<file path="src/design/xmr_pkg.sv">
// constants for the memory-xor / round-load / buffer-xor datapath
// assumes a 16-bit data memory word and a 32-bit accumulator
package xmr_pkg;
  localparam int unsigned DATA_W = 16;
  localparam int unsigned ACC_W  = 32;
  localparam int unsigned OP_W   = 3;
  // operation codes from the instruction decoder
  localparam logic [2:0] OP_NOP       = 3'h0;
  localparam logic [2:0] OP_XOR_INTO_MEM_IMM  = 3'h1;
  localparam logic [2:0] OP_XOR_INTO_MEM_MASK = 3'h2;
  localparam logic [2:0] OP_RND_LOAD  = 3'h3;
  localparam logic [2:0] OP_CLR_PROD  = 3'h4;
  localparam logic [2:0] OP_XOR_BUF   = 3'h5;
  // round-load fills the low half with one half lsb
  localparam logic [15:0] ROUND_LOW   = 16'h8000;
  localparam logic [15:0] ZERO_WORD   = 16'h0000;
  localparam logic [31:0] ZERO_ACC    = 32'h0000_0000;
  localparam logic [31:0] ACC_RESET   = 32'h0000_0000;
  localparam logic [15:0] WORD_RESET  = 16'h0000;
  // memory read latency in cycles after the read strobe
  localparam int unsigned MEM_RD_LAT  = 1;
  typedef enum logic [1:0] {S_IDLE, S_READ, S_CALC, S_WRITE} state_t;
endpackage

</file>
<file path="src/design/xor_if.sv">
// carrier between the datapath and its xor/zero-test unit
// assumes xmr_pkg is compiled first
`timescale 1ns/1ps
`default_nettype none
interface xor_if;
  logic [xmr_pkg::DATA_W-1:0] a;
  logic [xmr_pkg::DATA_W-1:0] b;
  logic [xmr_pkg::DATA_W-1:0] y;
  logic                       zero;
  modport calc (input a, input b, output y, output zero);
  modport user (output a, output b, input y, input zero);
endinterface
`default_nettype wire

</file>
<file path="src/design/xor_unit.sv">
// combinational word xor with zero detect
// assumes operands are driven by the datapath through xor_if
`timescale 1ns/1ps
`default_nettype none
module xor_unit (
  xor_if.calc x
);
  always_comb begin
    x.y    = x.a ^ x.b;
    x.zero = ((x.a ^ x.b) == xmr_pkg::ZERO_WORD);
  end
endmodule
`default_nettype wire

</file>
<file path="src/design/xmr_datapath.sv">
// memory-xor, round-load, clear-product and buffer-xor datapath
// assumes a decoder offering one op at a time and data memory with one-cycle read latency
`timescale 1ns/1ps
`default_nettype none
// Operation
// - with an immediate, xor the immediate into the addressed memory word
// - without an immediate, xor the mask register into the addressed word
// - write the xor result back to the same memory address
// - memory-xor leaves the accumulator unchanged
// - test flag becomes 1 when the xor result is zero, else 0
// - clear-product zeroes the product register, nothing else changes
module xmr_datapath #(
  parameter int unsigned ADDR_W = 16
) (
  input  wire logic                       i_clk,
  input  wire logic                       i_arst_n,
  input  wire logic                       i_ce,
  input  wire logic                       i_op_valid,
  input  wire logic [xmr_pkg::OP_W-1:0]   i_op,
  input  wire logic [ADDR_W-1:0]          i_addr,
  input  wire logic [xmr_pkg::DATA_W-1:0] i_imm,
  input  wire logic [xmr_pkg::DATA_W-1:0] i_mem_rdata,
  input  wire logic                       i_acc_wr,
  input  wire logic [xmr_pkg::ACC_W-1:0]  i_acc_data,
  input  wire logic                       i_accumulator_buffer_wr,
  input  wire logic [xmr_pkg::ACC_W-1:0]  i_accumulator_buffer_data,
  input  wire logic                       i_product_reg_wr,
  input  wire logic [xmr_pkg::ACC_W-1:0]  i_product_reg_data,
  input  wire logic                       i_dynamic_bit_mask_reg_wr,
  input  wire logic [xmr_pkg::DATA_W-1:0] i_dynamic_bit_mask_reg_data,
  output logic                            o_ready,
  output logic                            o_done,
  output logic                            o_mem_rd,
  output logic                            o_mem_wr,
  output logic [ADDR_W-1:0]               o_mem_addr,
  output logic [xmr_pkg::DATA_W-1:0]      o_mem_wdata,
  output logic [xmr_pkg::ACC_W-1:0]       o_acc,
  output logic [xmr_pkg::ACC_W-1:0]       o_accumulator_buffer,
  output logic [xmr_pkg::ACC_W-1:0]       o_product_reg,
  output logic [xmr_pkg::DATA_W-1:0]      o_dynamic_bit_mask_reg,
  output logic                            o_test_control_flag
);
  if (ADDR_W < 1 || ADDR_W > 32) begin : g_bad_addr
    $error("ADDR_W must be 1..32");
  end

  xor_if xu ();
  xor_unit u_xor (
    .x (xu.calc)
  );

  xmr_pkg::state_t                state;
  xmr_pkg::state_t                next_state;
  logic [xmr_pkg::OP_W-1:0]       op_q;
  logic [xmr_pkg::OP_W-1:0]       next_op_q;
  logic [xmr_pkg::DATA_W-1:0]     imm_q;
  logic [xmr_pkg::DATA_W-1:0]     next_imm_q;
  logic                           next_ready;
  logic                           next_done;
  logic                           next_mem_rd;
  logic                           next_mem_wr;
  logic [ADDR_W-1:0]              next_mem_addr;
  logic [xmr_pkg::DATA_W-1:0]     next_mem_wdata;
  logic [xmr_pkg::ACC_W-1:0]      next_acc;
  logic [xmr_pkg::ACC_W-1:0]      next_accumulator_buffer;
  logic [xmr_pkg::ACC_W-1:0]      next_product_reg;
  logic [xmr_pkg::DATA_W-1:0]     next_dynamic_bit_mask_reg;
  logic                           next_test_control_flag;
  logic                           accept;

  function automatic logic is_mem_op(input logic [xmr_pkg::OP_W-1:0] op);
    return (op == xmr_pkg::OP_XOR_INTO_MEM_IMM) || (op == xmr_pkg::OP_XOR_INTO_MEM_MASK)
        || (op == xmr_pkg::OP_RND_LOAD);
  endfunction

  function automatic logic is_xor_op(input logic [xmr_pkg::OP_W-1:0] op);
    return (op == xmr_pkg::OP_XOR_INTO_MEM_IMM) || (op == xmr_pkg::OP_XOR_INTO_MEM_MASK);
  endfunction

  assign accept = i_op_valid && o_ready;

  // operand select for the xor unit
  always_comb begin
    xu.a = i_mem_rdata;
    xu.b = (op_q == xmr_pkg::OP_XOR_INTO_MEM_IMM) ? imm_q
                                                   : o_dynamic_bit_mask_reg;
  end

  always_comb begin
    next_state     = state;
    next_op_q      = op_q;
    next_imm_q     = imm_q;
    next_done      = 1'b0;
    next_mem_rd    = 1'b0;
    next_mem_wr    = 1'b0;
    next_mem_addr  = o_mem_addr;
    next_mem_wdata = o_mem_wdata;
    next_acc       = o_acc;
    next_accumulator_buffer   = o_accumulator_buffer;
    next_product_reg          = o_product_reg;
    next_dynamic_bit_mask_reg = o_dynamic_bit_mask_reg;
    next_test_control_flag    = o_test_control_flag;
    unique case (state)
      xmr_pkg::S_IDLE: begin
        if (accept && is_mem_op(i_op)) begin
          next_op_q     = i_op;
          next_imm_q    = i_imm;
          next_mem_addr = i_addr;
          next_mem_rd   = 1'b1;
          next_state    = xmr_pkg::S_READ;
        end else if (accept && i_op == xmr_pkg::OP_CLR_PROD) begin
          next_product_reg = xmr_pkg::ZERO_ACC;
          next_done = 1'b1;
        end else if (accept && i_op == xmr_pkg::OP_XOR_BUF) begin
          next_acc  = o_acc ^ o_accumulator_buffer;
          next_done = 1'b1;
        end else begin
          if (accept) begin
            next_done = 1'b1;
          end
          if (i_acc_wr) begin
            next_acc = i_acc_data;
          end
          if (i_accumulator_buffer_wr) begin
            next_accumulator_buffer = i_accumulator_buffer_data;
          end
          if (i_product_reg_wr) begin
            next_product_reg = i_product_reg_data;
          end
          if (i_dynamic_bit_mask_reg_wr) begin
            next_dynamic_bit_mask_reg = i_dynamic_bit_mask_reg_data;
          end
        end
      end
      xmr_pkg::S_READ: begin
        next_state = xmr_pkg::S_CALC;
      end
      xmr_pkg::S_CALC: begin
        if (is_xor_op(op_q)) begin
          // accumulator left as is for memory-xor
          next_mem_wdata = xu.y;
          next_mem_wr    = 1'b1;   // same address still held
          next_test_control_flag = xu.zero;
          next_state     = xmr_pkg::S_WRITE;
        end else begin
          next_acc   = {i_mem_rdata, xmr_pkg::ROUND_LOW};
          next_done  = 1'b1;
          next_state = xmr_pkg::S_IDLE;
        end
      end
      xmr_pkg::S_WRITE: begin
        next_done  = 1'b1;
        next_state = xmr_pkg::S_IDLE;
      end
    endcase
    next_ready = (next_state == xmr_pkg::S_IDLE);
  end

  always_ff @(posedge i_clk or negedge i_arst_n) begin
    if (!i_arst_n) begin
      state       <= xmr_pkg::S_IDLE;
      op_q        <= xmr_pkg::OP_NOP;
      imm_q       <= xmr_pkg::WORD_RESET;
      o_ready     <= 1'b1;
      o_done      <= 1'b0;
      o_mem_rd    <= 1'b0;
      o_mem_wr    <= 1'b0;
      o_mem_addr  <= '0;
      o_mem_wdata <= xmr_pkg::WORD_RESET;
      o_acc       <= xmr_pkg::ACC_RESET;
      o_accumulator_buffer   <= xmr_pkg::ACC_RESET;
      o_product_reg          <= xmr_pkg::ACC_RESET;
      o_dynamic_bit_mask_reg <= xmr_pkg::WORD_RESET;
      o_test_control_flag    <= 1'b0;
    end else if (i_ce) begin
      state       <= next_state;
      op_q        <= next_op_q;
      imm_q       <= next_imm_q;
      o_ready     <= next_ready;
      o_done      <= next_done;
      o_mem_rd    <= next_mem_rd;
      o_mem_wr    <= next_mem_wr;
      o_mem_addr  <= next_mem_addr;
      o_mem_wdata <= next_mem_wdata;
      o_acc       <= next_acc;
      o_accumulator_buffer   <= next_accumulator_buffer;
      o_product_reg          <= next_product_reg;
      o_dynamic_bit_mask_reg <= next_dynamic_bit_mask_reg;
      o_test_control_flag    <= next_test_control_flag;
    end
  end
endmodule
`default_nettype wire

</file>
<file path="config.mk">
export PLATFORM = sky130hd
export DESIGN_NAME = xmr_datapath
export DESIGN_NICKNAME = d
export VERILOG_FILES = /design/src/design/xmr_pkg.sv /design/src/design/xor_if.sv /design/src/design/xor_unit.sv /design/src/design/xmr_datapath.sv
export SDC_FILE = /design/constraint.sdc
export NUM_CORES = 1
export LEC_CHECK = 0
export BUFFER_PORTS_ARGS = -buffer_cell sky130_fd_sc_hd__buf_2
export CAP_MARGIN = 10
export CORE_MARGIN = 2
export CORE_UTILIZATION = 30
export CTS_BUF_LIST = sky130_fd_sc_hd__clkbuf_4 sky130_fd_sc_hd__clkbuf_8
export CTS_CLUSTER_DIAMETER = 100
export CTS_CLUSTER_SIZE = 40
export DETAILED_ROUTE_END_ITERATION = 10
export PLACE_DENSITY_LB_ADDON = 0.25
export SLEW_MARGIN = 10
export SYNTH_ARGS = -nofsm -noshare
export SYNTH_HDL_FRONTEND = slang
export SYNTH_SLANG_ARGS = --single-unit
</file>
<file path="constraint.sdc">
create_clock -name i_clk -period 4 [get_ports i_clk]
set_clock_uncertainty 0.2 [all_clocks]
set_input_delay 0.6 -clock i_clk [delete_from_list [all_inputs] [get_ports i_clk]]
set_output_delay 0.6 -clock i_clk [all_outputs]
set_load 0.02 [all_outputs]
</file>
==> reports/qor.txt <==
Worst Setup SP: op_q[2]
placed cell count: 1299
GPL Wtd Cong: 0.7926
Slew HR: 31.75%
unrepaired setup endpoints after global routing: no
share of cells above drive strength 1: 46.11%
PostCTS Resize Cnt: 0
Mapped Nets: 852
Reg2Reg Setup Slack: 1240 ps
part of the power in the clock network: 16.5%
FF+latch count, synth: 170
Sequential Power Share: 38.2%
syn avg cell area: 11.10 µm²
Sink Count: 170
IR Drop Worst-Case VDD: 0.3032 mV
clock transition at the registers of the reported paths: 90 ps
Cell Area, Synth: 0.007558 mm²
top_reg_cell synth: dfrtp_1
outcome: finished clean
Pleak: 4.882 nW
first-pass GRT wire length: 34640 µm
endpoint type of the worst setup path: flip-flop
area added between synthesis and finish: 31.62%
vias: 6097
initial core utilization: 30.28%
Net Sw Frac: 42.64%
power share of the combinational group: 45.3%
Hold Path Origin: i_accumulator_buffer_data[4]
die width: 162.7 µm
pin count of the biggest net entering global routing: 76
1st-pass router iterations: 4
Initial DRC Count: 360
post-route setup slack: 1243 ps
Net Switching: 3.532 mW
Worst EP required: 4170 ps
CTS tree: done
register area share after synthesis: 56.30%
worst-case reg-to-reg path depth: 6
vias in the first global route: 5984
grt ovf: 0
row count: 58
Hold Path Cell Cnt: 2
routed wire length per instance: 16.95 µm
Hold WC Path Type: in2reg
Die H: 162.7 µm
Clock Path Buffers: 2
CP arrival: 2930 ps
number of post-CTS setup repair buffers: 0
post-layout util: 39.85%
IO Count: 320
Post-Syn Instances: 681
final antenna-violating net count: 0
final-report setup violation count: 0
Pint: 4.752 mW
Worst-Margin Slew: 1021 ps
die area: 0.02648 mm²
worst-path fanout max: 14
Slew Limit Fails: 0
worst slack, placed: 1156 ps
EDFF count, synth: 0
CTS root buffer: clkbuf_8
initial antenna violation count: 2
Async S/R FF share, synth: 100.0%
Tmin final: 2757 ps
total wire length: 22600 µm
Hold Path Sink: o_accumulator_buffer[4]
class of the most critical setup path: reg2reg
TritonCTS Buffers: 17
Final Cycle Share: 68.92%
total global-route track usage: 17.10%
FMAX: 362.7 MHz
I/O Buffers: 319
FF-to-FF End: o_test_control_flag
Core ar.: 0.02496 mm²
CTS H-tree lvls: 4
final hold slack: 149.7 ps
startpoint types: flip-flop
pwr dens: 832.7 mW/mm²
DRC Markers: 0
DP HPWL: 16530 µm
worst reg2reg path startpoint: op_q[2]
Max Cap Violations: 0
Final Instance Count excl. Fillers: 1333
synthesis warning total: 0
Clk Latency, worst-skew pair: 460 ps
Layout Nets: 1160
fill count: 2595
DR vias/cell: 4.574
Final TNS setup: 0 ps
Hold Violations, Final: 0
library cells used by synthesis: 45
worst max-delay path, cell delays in order, from the launching register on:
cell,delay [ps]
dfrtp_1,430
nor3b_4,840
mux2i_1,410
xnor2_1,120
nor4_1,340
nand2_1,110
o31ai_2,210
metrics by stage:
step	power, mW	area (µm²)
after detailed placement	7.012	9499
after global placement	6.953	9499
after global routing	8.881	9946
after floorplan	5.617	7559
final	8.284	9948
after CTS	8.398	9946
worst max-delay path by stage:
stage / endpoint / slack (ps) / depth (start not counted)
after floorplan: o_accumulator_buffer[4] / 1770 / 7
after global placement: o_acc[15] / 1160 / 8
after detailed placement: o_acc[15] / 1160 / 8
after CTS: o_test_control_flag / 1190 / 6
after global routing: o_test_control_flag / 1010 / 6
final: o_test_control_flag / 1240 / 6
per-layer routing:
| metal | share of wire, % | track usage (%) | up-vias |
|---|---|---|---|
| li1 | - | - | 2971 |
| met1 | 45 | 22.81 | 2923 |
| met2 | 47 | 26.89 | 178 |
| met3 | 6.3 | 4.889 | 25 |
| met4 | 1.7 | 5.430 | 0 |
| met5 | 0 | 0 | - |
layout by cell type, fill, tap and decap left out, types with 2 or more instances in the layout:
| cell type | instances |
|---|---|
| buf_2 | 318 |
| dfrtp_1 | 169 |
| nand2_1 | 98 |
| mux2_2 | 89 |
| o21ai_0 | 55 |
| nor2_1 | 38 |
| nand3_1 | 34 |
| a21oi_1 | 34 |
| xnor2_1 | 25 |
| clkbuf_8 | 20 |
| mux2i_1 | 16 |
| a211oi_1 | 16 |
| nor3b_1 | 15 |
| buf_4 | 12 |
| xor2_1 | 8 |
| inv_1 | 5 |
| inv_6 | 4 |
| nand2b_1 | 3 |
| bufinv_16 | 3 |
| clkinvlp_4 | 3 |
| mux2_1 | 2 |
| a21o_1 | 2 |
| nor4_1 | 2 |
| a31oi_1 | 2 |
synth_stat cells (all sizes together) (2+ instances only):
library cell / n / area share (%)
a211oi: 16 / 1.6
dfrtp: 169 / 56
nor2: 39 / 2.0
mux2i: 16 / 2.1
clkbuf: 20 / 1.0
o21ai: 56 / 3.7
nand2: 99 / 4.9
a21oi: 35 / 2.3
a31oi: 2 / 0.17
nand2b: 3 / 0.25
xnor2: 25 / 2.9
mux2: 91 / 14
buf: 24 / 1.9
nor3b: 17 / 1.8
xor2: 8 / 0.93
nor2b: 2 / 0.17
nor4: 2 / 0.17
nand3: 34 / 2.3
inv: 5 / 0.25
a21o: 2 / 0.20
final cells by class:
type / instances / area [µm²] / area share (%)
repair buffers: 333 / 1723 / 17.32
clock inverters: 12 / 161.4 / 1.622
inverters: 5 / 18.77 / 0.1887
flip-flops and latches: 170 / 4255 / 42.77
well taps: 330 / 412.9 / 4.150
multi-input cells: 462 / 3099 / 31.15
clock buffers: 20 / 275.3 / 2.767
diodes: 1 / 2.502 / 0.02515
logic make-up (layout without fill, tap and decap cells):
logic type / after synthesis / count (layout) / share of synthesized area (%)
xor+xnor: 33 / 33 / 3.824
other cells: 0 / 1 / 0
flops: 170 / 170 / 56.30
compound gates: 118 / 118 / 8.790
simple gates: 204 / 204 / 12.25
mux: 107 / 107 / 15.68
buf+inv: 49 / 370 / 3.162
power groups by stage:
stage / clock network (mW) / registers (mW) / logic, mW
global placement: 0 / 3.20 / 3.76
finish: 1.37 / 3.17 / 3.75
global route: 1.50 / 3.30 / 4.09
detailed placement: 0 / 3.20 / 3.81
floorplan: 0 / 4.01 / 1.61
CTS: 1.41 / 3.18 / 3.81
what timing repair did:
action,in CTS,in global routing
hold buffers,1,0
setup endpoints to repair,0,0
hold endpoints to repair,56,0
(Power assumes the default switching activity.)
